## src/rtl/scct_pkg.sv

```systemverilog
// Package of register map, field layouts and encodings for the capture/compare timer
package scct_pkg;
    // ----------------------------------------------------------------
    // Register byte addresses (one 32-bit word each)
    // ----------------------------------------------------------------
    localparam logic [7:0] A_CTRL = 8'h00;  // Control, timer_system_control_one
    localparam logic [7:0] A_DIR = 8'h04;   // channel_direction_select
    localparam logic [7:0] A_CFG = 8'h08;   // Per-channel edge and action
    localparam logic [7:0] A_CNT = 8'h0c;   // Free-running counter
    localparam logic [7:0] A_STAT = 8'h10;  // Sticky events, cleared by read
    localparam logic [7:0] A_MASK = 8'h14;  // Interrupt mask
    localparam logic [7:0] A_PACNT = 8'h18; // Pulse accumulator count
    localparam logic [2:0] A_CHAN_HI = 3'h1; // Channel words at 0x20 + 4*n
    localparam logic [1:0] A_LANE0 = 2'h0;  // Aligned word only

    // ----------------------------------------------------------------
    // Widths and status bit positions
    // ----------------------------------------------------------------
    localparam int CW = 16;        // Counter width
    localparam int MAX_CH = 8;     // Most channels the map can hold
    localparam int PA_CH = 7;      // Channel that feeds the accumulator
    localparam int ST_OVF = 8;     // Counter overflow
    localparam int ST_PAOVF = 9;   // Accumulator overflow
    localparam int ST_PAEDG = 10;  // Accumulator input edge
    localparam int ST_W = 11;      // Status width
    localparam int PRE_W = 7;      // Prescale counter width
    localparam logic [PRE_W-1:0] PRE_ONE = 7'h01;
    localparam logic [CW-1:0] CNT_MAX = 16'hffff;
    localparam logic [CW-1:0] CNT_ONE = 16'h0001;

    // ----------------------------------------------------------------
    // Control register layout, reset value all zero (timer stopped)
    // ----------------------------------------------------------------
    typedef struct packed {
        logic pa_edge;           // Accumulator edge / active level
        logic pa_gated;          // 1 = gated time, 0 = event count
        logic pa_en;             // Accumulator enable
        logic rsv1;              // Reads zero
        logic [2:0] prescale;    // Divide by 2**prescale
        logic rsv0;              // Reads zero
        logic freeze_halt;       // Halt in freeze mode
        logic wait_halt;         // Halt in wait mode
        logic timer_enable_bit;  // Counter runs when set
    } scct_ctrl_t;
    localparam int CTRL_W = 11;

    // Capture edge selection
    localparam logic [1:0] EDG_OFF = 2'h0;
    localparam logic [1:0] EDG_RISE = 2'h1;
    localparam logic [1:0] EDG_FALL = 2'h2;
    localparam logic [1:0] EDG_BOTH = 2'h3;
    // Compare pin action
    localparam logic [1:0] ACT_NONE = 2'h0;
    localparam logic [1:0] ACT_TOGGLE = 2'h1;
    localparam logic [1:0] ACT_CLEAR = 2'h2;
    localparam logic [1:0] ACT_SET = 2'h3;

    // Per-channel configuration nibble
    typedef struct packed {
        logic [1:0] edge_sel;  // Capture edge
        logic [1:0] action;    // Compare pin action
    } scct_chcfg_t;
    localparam int CHCFG_W = 4;
endpackage : scct_pkg

```

## src/rtl/scct_channel.sv

```systemverilog
// One capture/compare channel: edge capture, compare match, pin action
module scct_channel
(
    input wire logic clk,
    input wire logic rstn,
    input wire logic active,
    input wire logic tick,
    input wire logic [scct_pkg::CW-1:0] cnt,
    input wire logic is_cmp,
    input wire scct_pkg::scct_chcfg_t cfg,
    input wire logic pin_in,
    input wire logic wr,
    input wire logic [scct_pkg::CW-1:0] wdata,
    output logic [scct_pkg::CW-1:0] val,
    output logic evt,
    output logic pin_out
);
    logic pin_prev_q;                   // Last pin sample, for edges
    logic [scct_pkg::CW-1:0] val_q;     // Capture or compare value
    logic out_q;                        // Compare pin level

    // ----------------------------------------------------------------
    // Edge and match decode
    // ----------------------------------------------------------------
    wire rise = pin_in & ~pin_prev_q;
    wire fall = ~pin_in & pin_prev_q;
    wire hit_edge = ((cfg.edge_sel == scct_pkg::EDG_RISE) & rise)
                  | ((cfg.edge_sel == scct_pkg::EDG_FALL) & fall)
                  | ((cfg.edge_sel == scct_pkg::EDG_BOTH) & (rise | fall));
    wire cap = active & ~is_cmp & hit_edge;
    wire match = active & is_cmp & tick & (cnt == val_q);
    assign evt = cap | match;
    assign val = val_q;
    assign pin_out = out_q;

    // ----------------------------------------------------------------
    // Registers; a bus write beats a capture in the same cycle
    // ----------------------------------------------------------------
    always_ff @(posedge clk or negedge rstn)
    begin
        if (!rstn)
        begin
            pin_prev_q <= 1'b0;
            val_q <= '0;
            out_q <= 1'b0;
        end
        else
        begin
            pin_prev_q <= pin_in;
            if (wr)
                val_q <= wdata;
            else if (cap)
                val_q <= cnt;
            // Action on match; none leaves a pure software delay event
            if (match)
            begin
                case (cfg.action)
                    scct_pkg::ACT_TOGGLE: out_q <= ~out_q;
                    scct_pkg::ACT_CLEAR: out_q <= 1'b0;
                    scct_pkg::ACT_SET: out_q <= 1'b1;
                    default: out_q <= out_q;
                endcase
            end
        end
    end

    AST_CAPTURE_TIME: assert property (@(posedge clk) disable iff (!rstn)
        (cap && !wr) |=> (val_q == $past(cnt)))
        else $error("capture did not record counter");
    AST_TOGGLE: assert property (@(posedge clk) disable iff (!rstn)
        (match && cfg.action == scct_pkg::ACT_TOGGLE) |=> (out_q != $past(out_q)))
        else $error("compare toggle missed");
endmodule : scct_channel

```

## src/rtl/scct_pacc.sv

```systemverilog
// Pulse accumulator: event counter or gated time accumulator
module scct_pacc
(
    input wire logic clk,
    input wire logic rstn,
    input wire logic active,
    input wire logic en,
    input wire logic gated,
    input wire logic edge_pol,
    input wire logic tick,
    input wire logic pin,
    input wire logic wr,
    input wire logic [scct_pkg::CW-1:0] wdata,
    output logic [scct_pkg::CW-1:0] count,
    output logic ovf,
    output logic edg
);
    logic pin_prev_q;                  // Previous pin sample
    logic [scct_pkg::CW-1:0] cnt_q;    // Accumulated count

    // ----------------------------------------------------------------
    // Increment sources
    // ----------------------------------------------------------------
    // Event mode counts the edge chosen by edge_pol (1 rising, 0 falling);
    // gated mode counts prescaled ticks while pin equals edge_pol
    wire sel_edge = (pin != pin_prev_q) & (pin == edge_pol);
    wire end_gate = (pin != pin_prev_q) & (pin_prev_q == edge_pol);
    wire inc = active & en & (gated ? (tick & (pin == edge_pol)) : sel_edge);
    assign ovf = inc & (cnt_q == scct_pkg::CNT_MAX);
    assign edg = active & en & (gated ? end_gate : sel_edge);
    assign count = cnt_q;

    // ----------------------------------------------------------------
    // Counter; a bus write takes priority over counting
    // ----------------------------------------------------------------
    always_ff @(posedge clk or negedge rstn)
    begin
        if (!rstn)
        begin
            pin_prev_q <= 1'b0;
            cnt_q <= '0;
        end
        else
        begin
            pin_prev_q <= pin;
            if (wr)
                cnt_q <= wdata;
            else if (inc)
                cnt_q <= cnt_q + scct_pkg::CNT_ONE;
        end
    end

    AST_PA_EVENT: assert property (@(posedge clk) disable iff (!rstn)
        (inc && !wr) |=> (cnt_q == $past(cnt_q) + scct_pkg::CNT_ONE))
        else $error("accumulator missed a count");
    AST_PA_IDLE: assert property (@(posedge clk) disable iff (!rstn)
        (!en && !wr) |=> $stable(cnt_q))
        else $error("accumulator counted while disabled");
    COV_PA_OVF: cover property (@(posedge clk) disable iff (!rstn) ovf);
endmodule : scct_pacc

```

## src/rtl/scct_timer.sv

```systemverilog
// Top of the capture/compare timer: APB registers, prescaler, counter, channels
module scct_timer #(
    parameter int NCH = 8  // Implemented channels
)
(
    input wire logic clk,
    input wire logic rstn,
    input wire logic [7:0] paddr,
    input wire logic psel,
    input wire logic penable,
    input wire logic pwrite,
    input wire logic [31:0] pwdata,
    output logic [31:0] prdata,
    output logic pready,
    output logic pslverr,
    input wire logic stop_mode,
    input wire logic freeze_mode,
    input wire logic wait_mode,
    input wire logic [NCH-1:0] chan_in,
    output logic [NCH-1:0] chan_out,
    output logic [NCH-1:0] chan_oe,
    output logic irq
);
    // ----------------------------------------------------------------
    // Elaboration check
    // ----------------------------------------------------------------
    if (NCH < 1 || NCH > scct_pkg::MAX_CH)
    begin : g_bad_nch
        $error("NCH must be 1 to 8");
    end

    // ----------------------------------------------------------------
    // State
    // ----------------------------------------------------------------
    // Writable control bits; the two reserved positions always read zero
    localparam scct_pkg::scct_ctrl_t CTRL_WMASK = '{
        pa_edge: 1'b1,
        pa_gated: 1'b1,
        pa_en: 1'b1,
        rsv1: 1'b0,
        prescale: 3'h7,
        rsv0: 1'b0,
        freeze_halt: 1'b1,
        wait_halt: 1'b1,
        timer_enable_bit: 1'b1
    };

    scct_pkg::scct_ctrl_t ctrl_q;              // Control word
    logic [NCH-1:0] dir_q;                     // 1 = compare
    logic [NCH*scct_pkg::CHCFG_W-1:0] cfg_q;   // Channel configs
    logic [scct_pkg::CW-1:0] cnt_q;            // Main counter
    logic [scct_pkg::PRE_W-1:0] pre_q;         // Prescale counter
    logic [scct_pkg::ST_W-1:0] stat_q;         // Sticky events
    logic [scct_pkg::ST_W-1:0] stat_d;
    logic [scct_pkg::ST_W-1:0] mask_q;         // Interrupt mask
    logic [31:0] prdata_q;
    logic pready_q;
    logic pslverr_q;
    logic irq_q;
    logic [NCH-1:0] oe_q;

    logic [scct_pkg::CW-1:0] ch_val [NCH];     // Channel values
    logic [NCH-1:0] ch_evt;                    // Channel events
    logic [scct_pkg::CW-1:0] pa_cnt;
    logic pa_ovf;
    logic pa_edg;

    // ----------------------------------------------------------------
    // APB decode: one wait state, request completes when pready_q is high
    // ----------------------------------------------------------------
    wire req = psel & penable;
    wire first = req & ~pready_q;
    wire done = req & pready_q;
    wire wr = done & pwrite;
    wire rd = done & ~pwrite;
    wire [2:0] chan_idx = paddr[4:2];
    wire hit_ctrl = (paddr == scct_pkg::A_CTRL);
    wire hit_dir = (paddr == scct_pkg::A_DIR);
    wire hit_cfg = (paddr == scct_pkg::A_CFG);
    wire hit_cnt = (paddr == scct_pkg::A_CNT);
    wire hit_stat = (paddr == scct_pkg::A_STAT);
    wire hit_mask = (paddr == scct_pkg::A_MASK);
    wire hit_pacnt = (paddr == scct_pkg::A_PACNT);
    wire hit_chan = (paddr[7:5] == scct_pkg::A_CHAN_HI) & (paddr[1:0] == scct_pkg::A_LANE0)
                  & (int'(chan_idx) < NCH);
    wire mapped = hit_ctrl | hit_dir | hit_cfg | hit_cnt | hit_stat | hit_mask
                | hit_pacnt | hit_chan;
    wire wr_cnt = wr & hit_cnt;
    // Full 32-bit words only, so a counter read is always coherent
    wire [31:0] rdmux =
        hit_ctrl ? 32'(ctrl_q) :
        hit_dir ? 32'(dir_q) :
        hit_cfg ? 32'(cfg_q) :
        hit_cnt ? 32'(cnt_q) :
        hit_stat ? 32'(stat_q) :
        hit_mask ? 32'(mask_q) :
        hit_pacnt ? 32'(pa_cnt) :
        hit_chan ? 32'(ch_val[chan_idx]) : '0;

    // ----------------------------------------------------------------
    // Run gating and prescaler
    // ----------------------------------------------------------------
    wire active = ~stop_mode;
    wire run = ctrl_q.timer_enable_bit & active
             & ~(freeze_mode & ctrl_q.freeze_halt)
             & ~(wait_mode & ctrl_q.wait_halt);
    // Limit wraps to all ones for prescale 7, giving divide by 128
    wire [scct_pkg::PRE_W-1:0] pre_lim = (scct_pkg::PRE_ONE << ctrl_q.prescale)
                                       - scct_pkg::PRE_ONE;
    // Greater-or-equal, not equal: when software lowers the divider while the
    // prescaler stands above the new limit, the next cycle ticks at once instead
    // of running the prescaler round its whole range first
    wire tick = run & (pre_q >= pre_lim);
    wire ovf = tick & (cnt_q == scct_pkg::CNT_MAX);

    // Prescaler restarts on each tick; held while not running
    always_ff @(posedge clk or negedge rstn)
    begin
        if (!rstn)
            pre_q <= '0;
        else if (tick)
            pre_q <= '0;
        else if (run)
            pre_q <= pre_q + scct_pkg::PRE_ONE;
    end

    // Counter: software write wins over a tick in the same cycle
    always_ff @(posedge clk or negedge rstn)
    begin
        if (!rstn)
            cnt_q <= '0;
        else if (wr_cnt)
            cnt_q <= pwdata[scct_pkg::CW-1:0];
        else if (tick)
            cnt_q <= cnt_q + scct_pkg::CNT_ONE;
    end

    // ----------------------------------------------------------------
    // Channels, all identical
    // ----------------------------------------------------------------
    for (genvar g = 0; g < NCH; g++)
    begin : g_ch
        scct_channel u_ch (
            .clk(clk),
            .rstn(rstn),
            .active(active),
            .tick(tick),
            .cnt(cnt_q),
            .is_cmp(dir_q[g]),
            .cfg(cfg_q[g*scct_pkg::CHCFG_W +: scct_pkg::CHCFG_W]),
            .pin_in(chan_in[g]),
            .wr(wr & hit_chan & (int'(chan_idx) == g)),
            .wdata(pwdata[scct_pkg::CW-1:0]),
            .val(ch_val[g]),
            .evt(ch_evt[g]),
            .pin_out(chan_out[g])
        );
    end

    // ----------------------------------------------------------------
    // Pulse accumulator on the channel 7 pin, only when it exists
    // ----------------------------------------------------------------
    wire pa_pin;
    if (NCH > scct_pkg::PA_CH)
    begin : g_pa_pin
        assign pa_pin = chan_in[scct_pkg::PA_CH];
    end
    else
    begin : g_pa_none
        assign pa_pin = 1'b0;
    end

    scct_pacc u_pa (
        .clk(clk),
        .rstn(rstn),
        .active(active),
        .en(ctrl_q.pa_en & (NCH > scct_pkg::PA_CH)),
        .gated(ctrl_q.pa_gated),
        .edge_pol(ctrl_q.pa_edge),
        .tick(tick),
        .pin(pa_pin),
        .wr(wr & hit_pacnt),
        .wdata(pwdata[scct_pkg::CW-1:0]),
        .count(pa_cnt),
        .ovf(pa_ovf),
        .edg(pa_edg)
    );

    // ----------------------------------------------------------------
    // Sticky status: a read clears, but a new event in that cycle wins
    // ----------------------------------------------------------------
    wire [scct_pkg::ST_W-1:0] events = {pa_edg, pa_ovf, ovf, 8'(ch_evt)};
    // Read data are latched one cycle before the clear, so only the bits that
    // software was shown are cleared; an event landing in between survives
    wire [scct_pkg::ST_W-1:0] rd_seen = prdata_q[scct_pkg::ST_W-1:0];
    assign stat_d = ((rd & hit_stat) ? (stat_q & ~rd_seen) : stat_q) | events;

    // Software registers
    always_ff @(posedge clk or negedge rstn)
    begin
        if (!rstn)
        begin
            ctrl_q <= '0;
            dir_q <= '0;
            cfg_q <= '0;
            mask_q <= '0;
        end
        else if (wr)
        begin
            // Reserved control bits stay zero
            if (hit_ctrl)
                ctrl_q <= scct_pkg::scct_ctrl_t'(pwdata[scct_pkg::CTRL_W-1:0] & CTRL_WMASK);
            if (hit_dir)
                dir_q <= pwdata[NCH-1:0];
            if (hit_cfg)
                cfg_q <= pwdata[NCH*scct_pkg::CHCFG_W-1:0];
            if (hit_mask)
                mask_q <= pwdata[scct_pkg::ST_W-1:0];
        end
    end

    // Status, interrupt, pin enables and bus answer
    always_ff @(posedge clk or negedge rstn)
    begin
        if (!rstn)
        begin
            stat_q <= '0;
            irq_q <= 1'b0;
            oe_q <= '0;
            pready_q <= 1'b0;
            pslverr_q <= 1'b0;
            prdata_q <= '0;
        end
        else
        begin
            stat_q <= stat_d;
            irq_q <= |(stat_q & mask_q);
            oe_q <= dir_q;
            pready_q <= first;
            pslverr_q <= first & ~mapped;
            // Unmapped reads answer zero
            if (first & ~pwrite)
                prdata_q <= rdmux;
        end
    end

    assign prdata = prdata_q;
    assign pready = pready_q;
    assign pslverr = pslverr_q;
    assign irq = irq_q;
    assign chan_oe = oe_q;

    // ----------------------------------------------------------------
    // Checks
    // ----------------------------------------------------------------
    AST_CNT_STEP: assert property (@(posedge clk) disable iff (!rstn)
        (tick && !wr_cnt && !ovf) |=> (cnt_q == $past(cnt_q) + scct_pkg::CNT_ONE))
        else $error("counter did not advance on tick");
    AST_STOP_IDLE: assert property (@(posedge clk) disable iff (!rstn)
        (stop_mode && !wr_cnt) |=> $stable(cnt_q) && $stable(pre_q))
        else $error("counter moved in stop mode");
    AST_FREEZE_HALT: assert property (@(posedge clk) disable iff (!rstn)
        (freeze_mode && ctrl_q.freeze_halt && !wr_cnt) |=> $stable(cnt_q))
        else $error("counter moved while frozen");
    AST_WAIT_HALT: assert property (@(posedge clk) disable iff (!rstn)
        (wait_mode && ctrl_q.wait_halt && !wr_cnt) |=> $stable(cnt_q))
        else $error("counter moved in wait");
    AST_DISABLED: assert property (@(posedge clk) disable iff (!rstn)
        (!ctrl_q.timer_enable_bit && !wr_cnt) |=> $stable(cnt_q))
        else $error("counter moved while disabled");
    AST_WRAP: assert property (@(posedge clk) disable iff (!rstn)
        (ovf && !wr_cnt) |=> (cnt_q == '0) && stat_q[scct_pkg::ST_OVF])
        else $error("overflow wrap or flag missing");
    AST_CH_FLAG: assert property (@(posedge clk) disable iff (!rstn)
        ch_evt[0] |=> stat_q[0] ##1 (irq || !$past(mask_q[0])))
        else $error("channel flag or interrupt missing");
    AST_OE_DIR: assert property (@(posedge clk) disable iff (!rstn)
        $changed(dir_q) |=> (chan_oe == $past(dir_q)))
        else $error("pin enable not following direction");
    AST_APB_WAIT: assert property (@(posedge clk) disable iff (!rstn)
        first |=> pready_q ##1 !pready_q)
        else $error("bus answer timing wrong");
    AST_RD_CLEAR: assert property (@(posedge clk) disable iff (!rstn)
        (rd && hit_stat && events == '0) |=> ((stat_q & $past(rd_seen)) == '0))
        else $error("status read did not clear reported bits");

    COV_OVF: cover property (@(posedge clk) disable iff (!rstn) ovf);
    COV_CAPTURE: cover property (@(posedge clk) disable iff (!rstn) ch_evt[0] && !dir_q[0]);
    COV_COMPARE: cover property (@(posedge clk) disable iff (!rstn) ch_evt[0] && dir_q[0]);
endmodule : scct_timer

```

## config.mk

```make
export PLATFORM = sky130hd
export DESIGN_NAME = scct_timer
export DESIGN_NICKNAME = d
export VERILOG_FILES = /design/src/rtl/scct_pkg.sv /design/src/rtl/scct_channel.sv /design/src/rtl/scct_pacc.sv /design/src/rtl/scct_timer.sv
export SDC_FILE = /design/constraint.sdc
export NUM_CORES = 1
export LEC_CHECK = 0
export ABC_CLOCK_PERIOD_IN_PS = 3450
export BUFFER_PORTS_ARGS = -buffer_cell sky130_fd_sc_hd__buf_2
export CAP_MARGIN = 20
export CORE_ASPECT_RATIO = 0.5
export CORE_MARGIN = 4
export CORE_UTILIZATION = 62
export DETAILED_ROUTE_END_ITERATION = 10
export PLACE_DENSITY = 0.81
export SYNTH_ARGS = -nofsm -noshare
export SYNTH_HDL_FRONTEND = slang
export SYNTH_SLANG_ARGS = --single-unit
```

## constraint.sdc

```tcl
create_clock -name clk -period 3.45 [get_ports clk]
set_input_delay 0 -clock clk [delete_from_list [all_inputs] [get_ports clk]]
set_output_delay 0 -clock clk [all_outputs]
set_load 0.01 [all_outputs]
```

==> impl_metrics.env <==
export IMPL_grt_pass1_vias=14709
export IMPL_yosysSeqAreaShare_pct=42.6
export IMPL_avgSynthCellArea_um2=9.62
export IMPL_drive_above_1_share_pct=17.5
export IMPL_root_buffer="clkbuf_16"
export IMPL_drv_cap=0
export IMPL_grt_pass1_wl_um=89600
export IMPL_syn_inst=1812
export IMPL_start_util_pct=62.9
export IMPL_hold_path_class="in2async"
export IMPL_slew_headroom_pct=31.9
export IMPL_fp_dieW_um=245
export IMPL_first_pass_iters=6
export IMPL_dieArea_um2=31000
export IMPL_ant_nets=0
export IMPL_clkTransAtPathRegs_ns=0.07
export IMPL_post_drt_wl_per_cell_um=25.5
export IMPL_grt_overflow_total=0
export IMPL_period_minus_slack_ns=2.81
export IMPL_path_class="reg2reg"
export IMPL_drc=0
export IMPL_crit_slowest_cell="nor4_1"
export IMPL_setup_violations=0
export IMPL_dr_total_vias=15366
export IMPL_cp_top_family="simple AND/OR/NAND/NOR gates"
export IMPL_drt_vias_per_instance=6.66
export IMPL_fmax_mhz=356
export IMPL_worst_skew_pair_late_latency_ns=0.57
export IMPL_status="completed"
export IMPL_worstPathCellList="xnor2_1 > nand4_1 > nor4_1 > and3_1 > a31oi_1 > a31oi_1"
export IMPL_clock_sink_count=297
export IMPL_post_route_period_util_pct=81.4
export IMPL_rsz0062_at_grt="false"
export IMPL_cts_buffers=27
export IMPL_p_leak_uw=0.00875
export IMPL_grt_start_max_net_pins=84
export IMPL_syn_num_nets=1894
export IMPL_worstPathMaxFanout=14
export IMPL_wl_um=58900
export IMPL_max_stage_delay_ns=0.89
export IMPL_grt_use_total_pct=37.7
export IMPL_tightest_slew_ns=1.01
export IMPL_htree_levels=1
export IMPL_total_power_uw=7160
export IMPL_syn_area_um2=17400
export IMPL_startpoint_type="flop"
export IMPL_dp_slack_ns=0.781
export IMPL_die_y_um=127
export IMPL_cts_tree="yes"
export IMPL_setup_tns_ns=0
export IMPL_crit_required_ns=3.92
export IMPL_gp_congestion=1.02
export IMPL_dp_hpwl_um=39900
export IMPL_power_density_nw_per_um2=365
export IMPL_antenna_found_initial=3
export IMPL_ios=107
export IMPL_synth_edf_count=0
export IMPL_fin_nets=1989
export IMPL_synth_distinct_cells=71
export IMPL_final_util_pct=70.7
export IMPL_ys_flop_type="dfrtp_1"
export IMPL_cp_num_buf_inv=0
export IMPL_ys_seq_elements=297
export IMPL_critPathCaptureType="flop"
export IMPL_cp_common_cell="a31oi_1"
export IMPL_first_iter_violations=2517
export IMPL_num_rows=43
export IMPL_ys_warn_count=0
export IMPL_core_um2=27700
export IMPL_layout_setup_ws_ns=0.643
export IMPL_portBuffers=106
export IMPL_ir_worst_vdd_mv=0.322
export IMPL_skew_ns=0.0211
export IMPL_cts_buffer_depth=3
export IMPL_hold_viol_final=0
export IMPL_cp_data_arrival_time_ns=3.28
export IMPL_syn_to_final_growth_pct=12.4
export IMPL_final_max_slew_viol_count=0
export IMPL_synth_async_reset_ratio_pct=100
==> worst register-to-register path: stages, from the launching register on <==
cell and delay, ns:
dfrtp_1 0.85, xnor2_1 0.21, nand4_1 0.14, nor4_1 0.89
and3_1 0.36, a31oi_1 0.10, a31oi_1 0.16
==> synth_stat cells, types with 5 or more instances <==
| cell | count | area (um^2) |
|---|---|---|
| a211o_1 | 5 | 43.8 |
| a21boi_0 | 5 | 37.5 |
| a21oi_1 | 111 | 556 |
| a22oi_1 | 5 | 37.5 |
| a31oi_1 | 25 | 156 |
| and3_1 | 12 | 75.1 |
| buf_2 | 73 | 365 |
| buf_4 | 16 | 120 |
| clkbuf_1 | 58 | 218 |
| clkbuf_2 | 6 | 30.0 |
| dfrtp_1 | 297 | 7430 |
| ha_1 | 26 | 325 |
| inv_1 | 41 | 154 |
| mux2_2 | 50 | 563 |
| mux2i_1 | 145 | 1450 |
| mux4_2 | 32 | 721 |
| nand2_1 | 222 | 833 |
| nand2b_1 | 8 | 50.1 |
| nand3_1 | 51 | 255 |
| nand4_1 | 27 | 169 |
| nor2_1 | 111 | 417 |
| nor2_2 | 6 | 37.5 |
| nor2b_1 | 5 | 31.3 |
| nor3_1 | 16 | 80.1 |
| nor3b_1 | 5 | 37.5 |
| nor4_1 | 25 | 156 |
| o211ai_1 | 5 | 37.5 |
| o21ai_0 | 151 | 756 |
| o21ai_1 | 9 | 45.0 |
| o22ai_1 | 15 | 93.8 |
| o31ai_1 | 12 | 90.1 |
| or3_1 | 9 | 56.3 |
| or4_1 | 9 | 67.6 |
| xnor2_1 | 98 | 858 |
| xor2_1 | 51 | 447 |
==> layer usage <==
layer  track usage (%)  wire length, um  share of wire [%]
met1              52.8            22400                 38
met2              54.3            24600                 42
met3              13.2             8970                 15
met4              14.6             2890                4.9
met5                 0               12              0.020
==> flip-flops by register name (all words and copies together) (netlist names), 7 cells and up <==
register              count
g_ch.u_ch.pin_prev_q      7
dir_q                     8
chan_oe                   8
g_ch.u_ch.val           128
g_ch.u_ch.pin_out         8
mask_q                   11
stat_q                   11
cfg_q                    32
pre_q                     7
cnt_q                    16
prdata                   32
u_pa.count               16
ctrl_q                    9
==> power by group <==
part | internal [uW] | switching (uW)
clock | 1630 | 1370
combinational | 194 | 390
sequential | 3520 | 48.8
total | 5340 | 1810
==> final cells by class <==
class / instances / area, um^2
Clock buffer: 38 / 777
Timing Repair Buffer: 223 / 1560
Fill cell: 1971 / 8110
Clock inverter: 7 / 60.1
Multi-Input combinational cell: 1316 / 9130
Sequential cell: 297 / 7430
Tap cell: 382 / 478
Inverter: 42 / 158
Antenna cell: 1 / 2.50
==> path summary, 6_finish.rpt <==
kind                            start                 endpoint  slack, ns  cells past startpoint
hold / removal                   rstn  g_ch[2].u_ch.pin_prev_q       0.03                      2
setup / recovery             cnt_q[5]     g_ch[6].u_ch.pin_out       0.64                      6
max in group asynchronous        rstn                 dir_q[6]       2.46                      3
hold reg to reg            prdata[26]               prdata[26]       0.46                      2
min in group clk                 psel                prdata[3]       0.03                      5
setup reg to reg             cnt_q[5]     g_ch[6].u_ch.pin_out       0.64                      6
==> layout by cell type, fill, tap and decap left out, drive strengths merged, types with 6 or more instances in the layout <==
cell type,instances
ha,26
clkbuf,38
and3,12
nor2b,6
o31ai,12
xor2,51
nand2,222
mux2,52
inv,41
nand2b,8
nand3,52
xnor2,98
mux4,32
dfrtp,297
buf,178
o21ai,161
nor3,20
a31oi,25
o22ai,15
a21oi,112
nor2,117
nand4,28
dlygate4sd3,45
mux2i,145
or4,9
clkinv,7
nor4,27
or3,9
==> through the flow <==
step / instance area [um^2] / cells / hold WS [ns]
2_1_floorplan: 17400 / 1812 / -0.296
3_3_place_gp: 18300 / 2215 / 0.0465
3_5_place_dp: 18300 / 2215 / 0.0449
4_1_cts: 19600 / 2305 / 0.00730
5_1_grt: 19600 / 2306 / 0.0740
6_report: 19600 / 2306 / 0.0273
==> cells by family (layout without fill, tap and decap cells) <==
kind of cell / Yosys count / count (layout) / synth area share [%]
AO/OA/AOI/OAI: 386 / 386 / 12.8
XOR/XNOR: 149 / 149 / 7.48
adder cells (fa/ha/maj): 26 / 26 / 1.87
buffers and inverters: 199 / 310 / 5.32
flip-flops: 297 / 297 / 42.6
multiplexers: 229 / 229 / 15.8
other: 0 / 1 / 0
AND/OR/NAND/NOR: 526 / 526 / 14.1
==> repair_timing <==
item	4_1_cts	5_1_grt
hold buffers	45	0
gates resized for setup	0	0
endpoints found under the hold margin	280	0
setup buffers	0	0
No activity file was read; power rests on OpenSTA's default activity.
